### config.mk
export PLATFORM = sky130hd
export DESIGN_NAME = ppc_port_ctrl
export DESIGN_NICKNAME = d
export VERILOG_FILES = /design/src/rtl/ppc_pkg.sv /design/src/rtl/ppc_sync.sv /design/src/rtl/ppc_port_ctrl.sv
export VERILOG_INCLUDE_DIRS = /design/src /design/src/rtl
export SDC_FILE = /design/constraint.sdc
export NUM_CORES = 1
export LEC_CHECK = 0
export BUFFER_PORTS_ARGS = -buffer_cell sky130_fd_sc_hd__buf_2
export CAP_MARGIN = 15
export CORE_UTILIZATION = 45
export DETAILED_ROUTE_END_ITERATION = 8
export PLACE_DENSITY = 0.77
export REMOVE_ABC_BUFFERS = 1
export SLEW_MARGIN = 25
export SYNTH_ARGS = -nofsm -noshare
export SYNTH_HDL_FRONTEND = slang
export SYNTH_HIERARCHICAL = 1
export SYNTH_SLANG_ARGS = --single-unit
### constraint.sdc
create_clock -name mclk -period 4.7 [get_ports mclk]
set_clock_uncertainty 0.1 [all_clocks]
set_input_delay 0.47 -clock mclk [delete_from_list [all_inputs] [get_ports mclk]]
set_output_delay 0.47 -clock mclk [all_outputs]
set_load 0.05 [all_outputs]
### src/rtl/ppc_regs.svh
// Register offsets, field positions, masks and reset values of the port control block
`ifndef PPC_REGS_SVH
`define PPC_REGS_SVH

// ----------------------------------------------------------------
// Register byte offsets
// ----------------------------------------------------------------
`define PPC_OFF_ALT 8'h00
`define PPC_OFF_PA_DATA 8'h04
`define PPC_OFF_PA_LAT 8'h08
`define PPC_OFF_PA_ANA 8'h0C
`define PPC_OFF_PB_ANA 8'h10
`define PPC_OFF_PB_WPU 8'h14
`define PPC_OFF_PB_LVL 8'h18
`define PPC_OFF_PB_RISE 8'h1C
`define PPC_OFF_PB_FALL 8'h20
`define PPC_OFF_PB_STAT 8'h24
`define PPC_OFF_CTRL 8'h28
`define PPC_OFF_PB_DATA 8'h2C

// ----------------------------------------------------------------
// Implemented bit masks
// ----------------------------------------------------------------
`define PPC_MASK_ALT_S 8'hEC
`define PPC_MASK_ALT_L 8'h8C
`define PPC_MASK_PA_LAT 8'h37
`define PPC_MASK_PA_PIN 8'h3F
`define PPC_MASK_PA_ANA 8'h17
`define PPC_MASK_PB_ANA 8'h30
`define PPC_MASK_PB_HI 8'hF0
`define PPC_MASK_CTRL 8'h01

// ----------------------------------------------------------------
// Reset values
// ----------------------------------------------------------------
`define PPC_RST_ALT 8'h00
`define PPC_RST_PA_LAT 8'h00
`define PPC_RST_PA_ANA 8'h17
`define PPC_RST_PB_ANA 8'h30
`define PPC_RST_PB_WPU 8'hF0
`define PPC_RST_ZERO 8'h00
`define PPC_RST_CTRL 8'h01

// ----------------------------------------------------------------
// Field positions
// ----------------------------------------------------------------
`define PPC_ALT_RX 7
`define PPC_ALT_SDO 6
`define PPC_ALT_SS 5
`define PPC_ALT_T1G 3
`define PPC_ALT_TX 2
`define PPC_CTRL_GDIS 0

// ----------------------------------------------------------------
// Pin positions within a port
// ----------------------------------------------------------------
`define PPC_P0 0
`define PPC_P1 1
`define PPC_P2 2
`define PPC_P3 3
`define PPC_P4 4
`define PPC_P5 5
`define PPC_P6 6
`define PPC_P7 7

`endif

### src/rtl/ppc_pkg.sv
// Types shared by the port control block
package ppc_pkg;

  // One port, eight pins
  typedef logic [7:0] ppc_byte_t;

  // Bus slave states, one-hot
  typedef enum logic [3:0] {
    ppc_st_idle = 4'h1,
    ppc_st_write = 4'h2,
    ppc_st_rd_wait = 4'h4,
    ppc_st_rd_done = 4'h8
  } ppc_bus_st_t;

endpackage : ppc_pkg

### src/rtl/ppc_sync.sv
// Two-stage synchroniser for pin levels
`timescale 1ns/1ps
module ppc_sync #(
  parameter int WIDTH = 8
) (
  // Clock and reset
  input wire logic mclk,
  input wire logic rst_b,
  // Pin side and clean side
  input wire logic [WIDTH-1:0] async_in,
  output logic [WIDTH-1:0] sync_out
);

  logic [WIDTH-1:0] meta;

  // First stage, read only by the second
  always_ff @(posedge mclk or negedge rst_b) begin
    if (!rst_b) begin
      meta <= '0;
    end else begin
      meta <= async_in;
    end
  end

  // Second stage
  always_ff @(posedge mclk or negedge rst_b) begin
    if (!rst_b) begin
      sync_out <= '0;
    end else begin
      sync_out <= meta;
    end
  end

endmodule : ppc_sync

### src/rtl/ppc_port_ctrl.sv
// Port pin control block with AHB-Lite register slave
// Function
// - Writes to port A data location land in the output latch
// - Reads of port A data location return sampled pin levels
// - Port A latch bits only at 5-4 and 2-0, drive output pins
// - Unimplemented bits ignore writes and read as zero
// - Analog-select clear hands pin to port or digital peripheral
// - Analog-select set turns off digital input buffer of pin
// - Analog-select bits B5-4 and A4, A2-0, all reset to one
// - Port B pull-up only when pin bit one and global disable zero
// - Pull-up switched off whenever pin is an output
// - Threshold bit one selects Schmitt buffer for reads and change
// - Threshold bit zero selects TTL buffer for reads and change
// - Rise enable set: rising edge sets status bit and flag
// - Fall enable set: falling edge sets status bit and flag
// - Edge enable clear: no detection for that direction
// - Latch keeps value over soft resets; others reset normally
//
// The placing of the registers and the AHB-Lite interface to the registers are this design's own decisions.
`timescale 1ns/1ps
`include "ppc_regs.svh"
module ppc_port_ctrl #(
  parameter bit LARGE_PKG = 1'b0
) (
  // Clock and resets
  input wire logic mclk,
  input wire logic rst_b,
  input wire logic soft_rst,
  // AHB-Lite slave
  input wire logic hsel,
  input wire logic [31:0] haddr,
  input wire logic [1:0] htrans,
  input wire logic hwrite,
  input wire logic [2:0] hsize,
  input wire logic [31:0] hwdata,
  input wire logic hready,
  output logic hreadyout,
  output logic hresp,
  output logic [31:0] hrdata,
  // Port A pins
  input wire ppc_pkg::ppc_byte_t pa_in,
  output ppc_pkg::ppc_byte_t pa_out,
  output ppc_pkg::ppc_byte_t pa_oe,
  // Port B pins, two input buffers
  input wire ppc_pkg::ppc_byte_t pb_ttl_in,
  input wire ppc_pkg::ppc_byte_t pb_schmitt_in,
  output ppc_pkg::ppc_byte_t pb_out,
  output ppc_pkg::ppc_byte_t pb_oe,
  output ppc_pkg::ppc_byte_t pb_pullup,
  // Port C pins
  input wire ppc_pkg::ppc_byte_t pc_in,
  output ppc_pkg::ppc_byte_t pc_out,
  output ppc_pkg::ppc_byte_t pc_oe,
  // Pin direction, one means input
  input wire ppc_pkg::ppc_byte_t pin_direction_a,
  input wire ppc_pkg::ppc_byte_t pin_direction_b,
  input wire ppc_pkg::ppc_byte_t pin_direction_c,
  // Peripheral side
  input wire logic serial_data_out,
  input wire logic serial_transmit_line,
  output logic serial_receive_line,
  output logic slave_select_in,
  output logic timer_gate_in,
  output logic second_port_data_change_flag
);
  import ppc_pkg::*;

  localparam ppc_byte_t ALT_MASK = LARGE_PKG ? `PPC_MASK_ALT_L : `PPC_MASK_ALT_S;

  // ----------------------------------------------------------------
  // Reset release
  // ----------------------------------------------------------------
  logic rst_meta_b;
  logic rst_sync_b;

  // Release reset through two flops
  always_ff @(posedge mclk or negedge rst_b) begin
    if (!rst_b) begin
      rst_meta_b <= 1'b0;
      rst_sync_b <= 1'b0;
    end else begin
      rst_meta_b <= 1'b1;
      rst_sync_b <= rst_meta_b;
    end
  end

  // ----------------------------------------------------------------
  // Registers
  // ----------------------------------------------------------------
  ppc_byte_t alt_pin_select_0;
  ppc_byte_t first_port_data_output_latch;
  ppc_byte_t first_port_data_analog_select;
  ppc_byte_t second_port_data_analog_select;
  ppc_byte_t second_port_data_pullup_enable;
  ppc_byte_t second_port_data_input_threshold;
  ppc_byte_t second_port_data_rise_change_enable;
  ppc_byte_t second_port_data_fall_change_enable;
  ppc_byte_t second_port_data_change_status;
  ppc_byte_t ctrl;

  // ----------------------------------------------------------------
  // Bus slave
  // ----------------------------------------------------------------
  ppc_bus_st_t state;
  ppc_bus_st_t next_state;
  logic [7:0] a_addr;
  logic accept;
  logic wr_en;
  ppc_byte_t wdata;
  ppc_byte_t rd_val;

  // Address match
  function automatic logic hit(input logic [7:0] a, input logic [7:0] off);
    return a == off;
  endfunction : hit

  assign accept = hsel & htrans[1] & hready;
  assign wr_en = (state == ppc_st_write);
  assign wdata = hwdata[7:0];
  assign hreadyout = (state != ppc_st_rd_wait);
  assign hresp = 1'b0;

  // Next bus state
  always_comb begin
    next_state = ppc_st_idle;
    case (state)
      ppc_st_rd_wait: next_state = ppc_st_rd_done;
      default: begin
        if (accept) begin
          next_state = hwrite ? ppc_st_write : ppc_st_rd_wait;
        end
      end
    endcase
  end

  // State register
  always_ff @(posedge mclk or negedge rst_sync_b) begin
    if (!rst_sync_b) begin
      state <= ppc_st_idle;
    end else begin
      state <= next_state;
    end
  end

  // Address phase capture
  always_ff @(posedge mclk or negedge rst_sync_b) begin
    if (!rst_sync_b) begin
      a_addr <= 8'h00;
    end else if (accept && state != ppc_st_rd_wait) begin
      a_addr <= haddr[7:0];
    end
  end

  // Read data captured in the wait cycle
  always_ff @(posedge mclk or negedge rst_sync_b) begin
    if (!rst_sync_b) begin
      hrdata <= 32'h0000_0000;
    end else if (state == ppc_st_rd_wait) begin
      hrdata <= {24'h00_0000, rd_val};
    end
  end

  // ----------------------------------------------------------------
  // Pin sampling
  // ----------------------------------------------------------------
  ppc_byte_t pa_sync;
  ppc_byte_t pb_ttl_sync;
  ppc_byte_t pb_st_sync;
  ppc_byte_t pc_sync;
  ppc_byte_t pa_dig;
  ppc_byte_t pb_dig;
  ppc_byte_t pb_prev;

  ppc_sync #(.WIDTH(8)) u_sync_a (
    .mclk(mclk),
    .rst_b(rst_sync_b),
    .async_in(pa_in),
    .sync_out(pa_sync)
  );

  ppc_sync #(.WIDTH(8)) u_sync_b_ttl (
    .mclk(mclk),
    .rst_b(rst_sync_b),
    .async_in(pb_ttl_in),
    .sync_out(pb_ttl_sync)
  );

  ppc_sync #(.WIDTH(8)) u_sync_b_st (
    .mclk(mclk),
    .rst_b(rst_sync_b),
    .async_in(pb_schmitt_in),
    .sync_out(pb_st_sync)
  );

  ppc_sync #(.WIDTH(8)) u_sync_c (
    .mclk(mclk),
    .rst_b(rst_sync_b),
    .async_in(pc_in),
    .sync_out(pc_sync)
  );

  // Analog pins read zero, digital pins follow the pin
  assign pa_dig = pa_sync & ~first_port_data_analog_select & `PPC_MASK_PA_PIN;
  // Buffer choice per pin, then analog gating
  assign pb_dig = ((pb_st_sync & second_port_data_input_threshold)
                  | (pb_ttl_sync & ~second_port_data_input_threshold))
                  & ~second_port_data_analog_select & `PPC_MASK_PB_HI;

  // ----------------------------------------------------------------
  // Register read mux
  // ----------------------------------------------------------------
  always_comb begin
    rd_val = 8'h00;
    if (hit(a_addr, `PPC_OFF_ALT)) begin
      rd_val = alt_pin_select_0;
    end else if (hit(a_addr, `PPC_OFF_PA_DATA)) begin
      rd_val = pa_dig;
    end else if (hit(a_addr, `PPC_OFF_PA_LAT)) begin
      rd_val = first_port_data_output_latch;
    end else if (hit(a_addr, `PPC_OFF_PA_ANA)) begin
      rd_val = first_port_data_analog_select;
    end else if (hit(a_addr, `PPC_OFF_PB_ANA)) begin
      rd_val = second_port_data_analog_select;
    end else if (hit(a_addr, `PPC_OFF_PB_WPU)) begin
      rd_val = second_port_data_pullup_enable;
    end else if (hit(a_addr, `PPC_OFF_PB_LVL)) begin
      rd_val = second_port_data_input_threshold;
    end else if (hit(a_addr, `PPC_OFF_PB_RISE)) begin
      rd_val = second_port_data_rise_change_enable;
    end else if (hit(a_addr, `PPC_OFF_PB_FALL)) begin
      rd_val = second_port_data_fall_change_enable;
    end else if (hit(a_addr, `PPC_OFF_PB_STAT)) begin
      rd_val = second_port_data_change_status;
    end else if (hit(a_addr, `PPC_OFF_CTRL)) begin
      rd_val = ctrl;
    end else if (hit(a_addr, `PPC_OFF_PB_DATA)) begin
      rd_val = pb_dig;
    end
  end

  // ----------------------------------------------------------------
  // Register writes
  // ----------------------------------------------------------------

  // Alternate selects; large variant also fixes bits 6 and 5 at zero
  always_ff @(posedge mclk or negedge rst_sync_b) begin
    if (!rst_sync_b) begin
      alt_pin_select_0 <= `PPC_RST_ALT;
    end else if (soft_rst) begin
      alt_pin_select_0 <= `PPC_RST_ALT;
    end else if (wr_en && hit(a_addr, `PPC_OFF_ALT)) begin
      alt_pin_select_0 <= wdata & ALT_MASK;
    end
  end

  // Output latch, held over soft resets
  always_ff @(posedge mclk or negedge rst_sync_b) begin
    if (!rst_sync_b) begin
      first_port_data_output_latch <= `PPC_RST_PA_LAT;
    end else if (wr_en && (hit(a_addr, `PPC_OFF_PA_DATA)
                 || hit(a_addr, `PPC_OFF_PA_LAT))) begin
      first_port_data_output_latch <= wdata & `PPC_MASK_PA_LAT;
    end
  end

  // Port A analog selects
  always_ff @(posedge mclk or negedge rst_sync_b) begin
    if (!rst_sync_b) begin
      first_port_data_analog_select <= `PPC_RST_PA_ANA;
    end else if (soft_rst) begin
      first_port_data_analog_select <= `PPC_RST_PA_ANA;
    end else if (wr_en && hit(a_addr, `PPC_OFF_PA_ANA)) begin
      first_port_data_analog_select <= wdata & `PPC_MASK_PA_ANA;
    end
  end

  // Port B analog selects
  always_ff @(posedge mclk or negedge rst_sync_b) begin
    if (!rst_sync_b) begin
      second_port_data_analog_select <= `PPC_RST_PB_ANA;
    end else if (soft_rst) begin
      second_port_data_analog_select <= `PPC_RST_PB_ANA;
    end else if (wr_en && hit(a_addr, `PPC_OFF_PB_ANA)) begin
      second_port_data_analog_select <= wdata & `PPC_MASK_PB_ANA;
    end
  end

  // Pull-up enables
  always_ff @(posedge mclk or negedge rst_sync_b) begin
    if (!rst_sync_b) begin
      second_port_data_pullup_enable <= `PPC_RST_PB_WPU;
    end else if (soft_rst) begin
      second_port_data_pullup_enable <= `PPC_RST_PB_WPU;
    end else if (wr_en && hit(a_addr, `PPC_OFF_PB_WPU)) begin
      second_port_data_pullup_enable <= wdata & `PPC_MASK_PB_HI;
    end
  end

  // Input threshold selects
  always_ff @(posedge mclk or negedge rst_sync_b) begin
    if (!rst_sync_b) begin
      second_port_data_input_threshold <= `PPC_RST_ZERO;
    end else if (soft_rst) begin
      second_port_data_input_threshold <= `PPC_RST_ZERO;
    end else if (wr_en && hit(a_addr, `PPC_OFF_PB_LVL)) begin
      second_port_data_input_threshold <= wdata & `PPC_MASK_PB_HI;
    end
  end

  // Edge enables
  always_ff @(posedge mclk or negedge rst_sync_b) begin
    if (!rst_sync_b) begin
      second_port_data_rise_change_enable <= `PPC_RST_ZERO;
      second_port_data_fall_change_enable <= `PPC_RST_ZERO;
    end else if (soft_rst) begin
      second_port_data_rise_change_enable <= `PPC_RST_ZERO;
      second_port_data_fall_change_enable <= `PPC_RST_ZERO;
    end else if (wr_en && hit(a_addr, `PPC_OFF_PB_RISE)) begin
      second_port_data_rise_change_enable <= wdata & `PPC_MASK_PB_HI;
    end else if (wr_en && hit(a_addr, `PPC_OFF_PB_FALL)) begin
      second_port_data_fall_change_enable <= wdata & `PPC_MASK_PB_HI;
    end
  end

  // Control: global pull-up disable
  always_ff @(posedge mclk or negedge rst_sync_b) begin
    if (!rst_sync_b) begin
      ctrl <= `PPC_RST_CTRL;
    end else if (soft_rst) begin
      ctrl <= `PPC_RST_CTRL;
    end else if (wr_en && hit(a_addr, `PPC_OFF_CTRL)) begin
      ctrl <= wdata & `PPC_MASK_CTRL;
    end
  end

  // ----------------------------------------------------------------
  // Change detection
  // ----------------------------------------------------------------
  ppc_byte_t rise_hit;
  ppc_byte_t fall_hit;
  ppc_byte_t stat_clr;

  // Previous sample of the selected buffer
  always_ff @(posedge mclk or negedge rst_sync_b) begin
    if (!rst_sync_b) begin
      pb_prev <= 8'h00;
    end else begin
      pb_prev <= pb_dig;
    end
  end

  assign rise_hit = pb_dig & ~pb_prev & second_port_data_rise_change_enable;
  assign fall_hit = ~pb_dig & pb_prev & second_port_data_fall_change_enable;
  assign stat_clr = (wr_en && hit(a_addr, `PPC_OFF_PB_STAT)) ? wdata : 8'h00;

  // Sticky status; a new edge beats a write-one clear
  always_ff @(posedge mclk or negedge rst_sync_b) begin
    if (!rst_sync_b) begin
      second_port_data_change_status <= `PPC_RST_ZERO;
    end else if (soft_rst) begin
      second_port_data_change_status <= `PPC_RST_ZERO;
    end else begin
      second_port_data_change_status <= ((second_port_data_change_status & ~stat_clr) | rise_hit | fall_hit)
                             & `PPC_MASK_PB_HI;
    end
  end

  // Flag while any status bit stands
  always_ff @(posedge mclk or negedge rst_sync_b) begin
    if (!rst_sync_b) begin
      second_port_data_change_flag <= 1'b0;
    end else begin
      second_port_data_change_flag <= |second_port_data_change_status;
    end
  end

  // ----------------------------------------------------------------
  // Pull-ups
  // ----------------------------------------------------------------
  // Per-pin enable, global disable, and off for outputs
  always_ff @(posedge mclk or negedge rst_sync_b) begin
    if (!rst_sync_b) begin
      pb_pullup <= 8'h00;
    end else begin
      pb_pullup <= second_port_data_pullup_enable & {8{~ctrl[`PPC_CTRL_GDIS]}}
                   & pin_direction_b;
    end
  end

  // ----------------------------------------------------------------
  // Alternate pin steering and pin drive
  // ----------------------------------------------------------------
  logic sel_rx;
  logic sel_sdo;
  logic sel_ss;
  logic sel_t1g;
  logic sel_tx;

  assign sel_rx = alt_pin_select_0[`PPC_ALT_RX];
  assign sel_sdo = alt_pin_select_0[`PPC_ALT_SDO];
  assign sel_ss = alt_pin_select_0[`PPC_ALT_SS];
  assign sel_t1g = alt_pin_select_0[`PPC_ALT_T1G];
  assign sel_tx = alt_pin_select_0[`PPC_ALT_TX];

  // Peripheral inputs picked from default or alternate pin
  always_ff @(posedge mclk or negedge rst_sync_b) begin
    if (!rst_sync_b) begin
      serial_receive_line <= 1'b0;
      slave_select_in <= 1'b0;
      timer_gate_in <= 1'b0;
    end else begin
      if (LARGE_PKG) begin
        serial_receive_line <= sel_rx ? pc_sync[`PPC_P5] : pb_dig[`PPC_P5];
        slave_select_in <= pc_sync[`PPC_P6];
      end else begin
        serial_receive_line <= sel_rx ? pa_dig[`PPC_P1] : pc_sync[`PPC_P5];
        slave_select_in <= sel_ss ? pa_dig[`PPC_P3] : pc_sync[`PPC_P3];
      end
      timer_gate_in <= sel_t1g ? pa_dig[`PPC_P3] : pa_dig[`PPC_P4];
    end
  end

  // Pin output values, port A latch and ports B and C low, unless a peripheral owns the pin
  always_ff @(posedge mclk or negedge rst_sync_b) begin
    if (!rst_sync_b) begin
      pa_out <= 8'h00;
      pb_out <= 8'h00;
      pc_out <= 8'h00;
    end else begin
      pa_out <= first_port_data_output_latch;
      pb_out <= 8'h00;
      pc_out <= 8'h00;
      if (LARGE_PKG) begin
        pc_out[`PPC_P7] <= serial_data_out;
        if (sel_tx) begin
          pc_out[`PPC_P4] <= serial_transmit_line;
        end else begin
          pb_out[`PPC_P7] <= serial_transmit_line;
        end
      end else begin
        if (sel_sdo) begin
          pa_out[`PPC_P4] <= serial_data_out;
        end else begin
          pc_out[`PPC_P2] <= serial_data_out;
        end
        if (sel_tx) begin
          pa_out[`PPC_P0] <= serial_transmit_line;
        end else begin
          pc_out[`PPC_P4] <= serial_transmit_line;
        end
      end
    end
  end

  // Drive enables follow direction; analog pins expect input direction
  always_ff @(posedge mclk or negedge rst_sync_b) begin
    if (!rst_sync_b) begin
      pa_oe <= 8'h00;
      pb_oe <= 8'h00;
      pc_oe <= 8'h00;
    end else begin
      pa_oe <= ~pin_direction_a & `PPC_MASK_PA_PIN;
      pb_oe <= ~pin_direction_b & `PPC_MASK_PB_HI;
      pc_oe <= ~pin_direction_c;
    end
  end

endmodule : ppc_port_ctrl

# Yosys cells after proc, flatten, opt, wreduce, memory -nomap -nowiden
# Cells that the tools add are included.
[op_classes] eq_ne=15 n_mux=41 bitwise=26 n_reduce_logical=23
[ops] operator="8-bit two-way mux" count=31
[ops] operator="8-bit AND" count=10
[ops] operator="8-bit NOT" count=7
[ops] operator="8-bit by 5-bit == test with 1-bit output, second input constant" count=4
[ops] operator="8-bit by 6-bit == test with 1-bit output, second input constant" count=4
[ops] operator="8-bit bitwise OR" count=3
[ops] operator="8-bit by 4-bit == test with 1-bit output, second input constant" count=2
[ops] operator="2-bit nonzero test" count=8
[ops] operator="6-bit NOT" count=2
[ops] operator="1-bit logical AND" count=11
[ops] operator="8-bit by 3-bit == test with 1-bit output, second input constant" count=1
[ops] operator="8-bit logical NOT" count=1
[ops] operator="8-bit OR reduction" count=1
[ops] operator="1-bit two-way mux" count=7
[ops] operator="6-bit AND" count=1
[ops] operator="3-bit two-way mux" count=2
[ops] operator="4-bit by 2-bit == test with 1-bit output, second input constant" count=1
[ops] operator="4-bit by 3-bit == test with 1-bit output, second input constant" count=1
[ops] operator="4-bit two-way mux" count=1
[ops] operator="4-bit by 3-bit != test with 1-bit output, second input constant" count=1
[ops] operator="1-bit AND" count=2
[ops] operator="2-bit != test, second input constant" count=1
[ops] operator="2-bit AND reduction" count=1
[ops] operator="1-bit logical OR" count=1
[ops] operator="1-bit NOT" count=1
[word_totals] reg_bits=196 input_bits=133 output_inout_bits=94 wordCells=139

# Logic depth before layout (Yosys ltp)
[depth] word_depth=16 depth_mapped=7 depth_no_buf=5

# Modules after synthesis
# The synthesis kept the hierarchy.
[modules_own_cells] module="ppc_port_ctrl" instances=1 cells_each=442 area_each_um2=4601.9 seq_area_each_um2=2417.3
[modules_own_cells] module="ppc_sync" instances=4 cells_each=16 area_each_um2=400.4 seq_area_each_um2=400.4

# Worst setup path after synthesis
# OpenSTA, ideal clock, no wires.
[synth_path] path_type="flip-flop to flip-flop" from="register state[1]" to="register hrdata[6]" setup_time_ps=126 arrival_time_ps=1830 t_required_ps=4474 setup_slack_ps=2644 stages_incl_launch_ff=5 n_path_buf=2 period_less_slack_ps=2056 cell_sequence="dfrtp_1 > or4b_1 > clkbuf_1 > clkbuf_1 > a221o_1"
[synth_via] elab_chain_len=1
[synth_lines] element="from (decl)" line="ppc_port_ctrl.sv:104" source="ppc_bus_st_t state;"
[synth_lines] element="from (signal assigned)" line="ppc_port_ctrl.sv:139" source="state <= ppc_st_idle;"
[synth_lines] element="from (signal assigned)" line="ppc_port_ctrl.sv:141" source="state <= next_state;"
[synth_lines] element="4-bit by 3-bit == test with 1-bit output" line="ppc_port_ctrl.sv:158" source="end else if (state == ppc_st_rd_wait) begin"
[synth_lines] element="to (signal assigned)" line="ppc_port_ctrl.sv:159" source="hrdata <= {24'h00_0000, rd_val};"
[synth_lines] element="to (decl)" line="ppc_port_ctrl.sv:39" source="output logic [31:0] hrdata,"
# Every way passes these cells.
# A chain may end at the register's enable or synchronous reset.

# Worst setup path after layout
[layout_path] from="register a_addr[3]" to="register hrdata[5]"
[layout_via] elab_chain_len=13 elab_cells_between_ends=24 cone_classes="11 x eq/ne; 12 x mux; 1 x reduce/logical"
[layout_lines] element="from (decl)" line="ppc_port_ctrl.sv:106" source="logic [7:0] a_addr;"
[layout_lines] element="from (signal assigned)" line="ppc_port_ctrl.sv:150" source="a_addr <= haddr[7:0];"
[layout_lines] element="8-bit by 6-bit == test with 1-bit output" line="ppc_port_ctrl.sv:114" source="return a == off;"
[layout_lines] element="8-bit two-way mux" line="ppc_port_ctrl.sv:236" source="end else if (hit(a_addr, `PPC_OFF_PB_DATA)) begin"
[layout_lines] element="8-bit two-way mux" line="ppc_port_ctrl.sv:234" source="end else if (hit(a_addr, `PPC_OFF_CTRL)) begin"
[layout_lines] element="8-bit two-way mux" line="ppc_port_ctrl.sv:232" source="end else if (hit(a_addr, `PPC_OFF_PB_STAT)) begin"
[layout_lines] element="8-bit two-way mux" line="ppc_port_ctrl.sv:230" source="end else if (hit(a_addr, `PPC_OFF_PB_FALL)) begin"
[layout_lines] element="8-bit two-way mux" line="ppc_port_ctrl.sv:228" source="end else if (hit(a_addr, `PPC_OFF_PB_RISE)) begin"
[layout_lines] element="8-bit two-way mux" line="ppc_port_ctrl.sv:226" source="end else if (hit(a_addr, `PPC_OFF_PB_LVL)) begin"
[layout_lines] element="8-bit two-way mux" line="ppc_port_ctrl.sv:224" source="end else if (hit(a_addr, `PPC_OFF_PB_WPU)) begin"
[layout_lines] element="8-bit two-way mux" line="ppc_port_ctrl.sv:222" source="end else if (hit(a_addr, `PPC_OFF_PB_ANA)) begin"
[layout_lines] element="8-bit two-way mux" line="ppc_port_ctrl.sv:220" source="end else if (hit(a_addr, `PPC_OFF_PA_ANA)) begin"
[layout_lines] element="8-bit two-way mux" line="ppc_port_ctrl.sv:218" source="end else if (hit(a_addr, `PPC_OFF_PA_LAT)) begin"
[layout_lines] element="8-bit two-way mux" line="ppc_port_ctrl.sv:216" source="end else if (hit(a_addr, `PPC_OFF_PA_DATA)) begin"
[layout_lines] element="8-bit two-way mux *" line="ppc_port_ctrl.sv:214" source="if (hit(a_addr, `PPC_OFF_ALT)) begin"
# Mark *: on every way between the ends. The rest lies on a longest branch, timed or not.

==> flow_summary.ini <==
[power_and_ir_drop]
irDropWorstVdd_mv = 0.366
p_int_uw = 2070
p_sw_uw = 808
seq_power_share = 0.420
combinationalPowerShare = 0.129
powerDensity_mw_per_mm2 = 446
p_leak_uw = 0.00310
swShare = 0.280
clock_power_share = 0.451

[setup_path]
critical_path_class = reg -> reg
cpPeakStageDelay_ns = 1.01
cp-end-kind = flip-flop
worstPathRequired_ns = 4.94
cp_slowest_cell = dfrtp_1
critPathBufInv = 0
cp_top_family = flip-flops
path_max_fanout = 28
worstSetupStartpointType = flip-flop
path_cells = nand2_1 > o32ai_1 > a32oi_1 > a211o_1 > a21oi_2
arrival_ns = 2.88

[sta]
finalHoldViolations = 0
relSlewSlack = 0.313
tightest_slew_ns = 1.03
max_freq_mhz = 379
rsz0062_at_grt = false
setup_viol = 0
setup_tns_ns = 0
slew_violations = 0
period_share = 0.562
min_period_ns = 2.64

[global_routing]
grt_antenna_before_repair = 0
grt_pass1_wl_um = 18400
overflow = 0
grt_max_degree = 52
grt_pass1_vias = 3700
grtUsageTotal = 0.193

[drt]
dr_total_vias = 3792
ant_nets = 0
firstDrtPassIters = 6
vias_per_cell = 5.15
wirelength_um = 11100
drcViolationCount = 14
wl_per_cell_um = 15.1
drt_iter0_drc = 240

[clock_network]
cts_tree = done
ctsResizeCount = 0
clockBufferDepth = 2
post-cts-setup-buffer-count = 0
htreeDepth = 4
root_buffer = clkbuf_16
clock_latency_ns = 0.41
cts_buffers = 17
path_clk_slew_ns = 0.06
cts-hold-fix-buffers = 1
clock-sinks = 128

[placed_design]
gp_congestion = 0.896
dp_hpwl_um = 7710
portBuffers = 100

[floorplan]
dieArea_sq_mm = 0.0124
rows = 39
io_pins = 227
core_area_sq_mm = 0.0116
start_util = 0.467
die_x_um = 112
fp.dieH_um = 112

[final_layout]
fin_util = 0.559
antenna_cells = 0
fill_cells = 974
multi_input_area_sq_mm = 0.00182
seqCellArea_sq_mm = 0.00322
areaGrowthSynthToFinish_pct = 19.7
layout-drive-gt1-share = 0.301
nNetsFinal = 714

[status]
outcome = finished with violations
violations = design-rule violations

[yosys]
synthCells = 474
ys.warnings.count = 6
avgSynthCellArea_sq_um = 11.4
syn-cell-area_sq_mm = 0.00540

[worst_hold_path]
hp-class = in -> reg

[flow_run]
drv_cap = 0
==> worst reg2reg max path, stage by stage, from the launching register on <==
cell and delay, ns:
dfrtp_1 1.01, nand2_1 0.47, o32ai_1 0.36, a32oi_1 0.16
a211o_1 0.32, a21oi_2 0.15
==> stage by stage <==
step / std cells / setup WS, ns / area, sq um / power [uW] / hold slack [ns]
2_1_floorplan: 457 / 0.791 / 5140 / 1490 / 0.0744
3_3_place_gp: 704 / 2.13 / 5860 / 1590 / 0.156
3_5_place_dp: 704 / 2.14 / 5860 / 1600 / 0.162
4_1_cts: 737 / 2.12 / 6470 / 2910 / 0.0448
5_1_grt: 737 / 1.94 / 6470 / 3000 / 0.0398
6_report: 737 / 2.06 / 6470 / 2880 / 0.0599
==> final timing paths <==
| kind | start | endpoint | slack [ns] | cells after the start |
|---|---|---|---|---|
| min | pb_schmitt_in[4] | u_sync_b_st/meta[4] | 0.06 | 1 |
| min in group asynchronous | rst_sync_b | pc_oe[7] | 0.16 | 0 |
| min reg2reg | rst_sync_b | pc_oe[7] | 0.16 | 0 |
| max in group asynchronous | rst_sync_b | alt_pin_select_0[2] | 3.36 | 1 |
| max | a_addr[3] | hrdata[5] | 2.06 | 5 |
| max reg2reg | a_addr[3] | hrdata[5] | 2.06 | 5 |
==> power by group through the flow <==
stage / clock (uW) / sequential [uW] / combinational (uW)
6_report: 1300 / 1210 / 371
3_3_place_gp: 0 / 1230 / 364
5_1_grt: 1380 / 1220 / 396
2_1_floorplan: 0 / 1300 / 192
3_5_place_dp: 0 / 1230 / 369
4_1_cts: 1330 / 1210 / 371
==> per-layer routing <==
metal / share of wire / vias to the layer above / wire, um / GRT usage
li1: - / 1723 / - / -
met2: 0.49 / 201 / 5410 / 0.303
met4: 0.018 / 0 / 195 / 0.0766
met5: 0 / - / 0 / 0
met3: 0.083 / 24 / 924 / 0.0670
met1: 0.41 / 1844 / 4610 / 0.245
==> sequential cells by signal, indices dropped and copies added, names as in the netlist, 5 cells and up <==
name                          cells
u_sync_a/sync_out                 6
u_sync_a/meta                     6
hrdata                            8
a_addr                            8
first_port_data_output_latch      5
pa_out                            5
alt_pin_select_0                  5
pa_oe                             6
pc_oe                             8
==> cells in the final DEF (no fill, tap or decap), types with 4 or more instances in the layout <==
master        n
a211o_1       6
a21oi_1      23
clkbuf_16    17
dfrtp_1     115
inv_1        27
buf_2       100
nand3b_1      5
nor2b_1       8
nor3b_1       4
nor2_1       28
clkinvlp_4    4
mux2_2       16
dfstp_2      12
o21ai_0      12
conb_1       53
o22ai_1       4
mux2i_1      14
nand3_1      15
buf_4         4
nand2_1      49
nand2b_1      6
==> layout make-up <==
class,count,area share
Clock inverter,11,0.0201
Timing Repair Buffer,105,0.0836
Tap cell,143,0.0277
Sequential cell,128,0.498
Multi-Input combinational cell,301,0.281
Clock buffer,21,0.0727
Inverter,28,0.0163
Power figures use the tool's default switching activity.
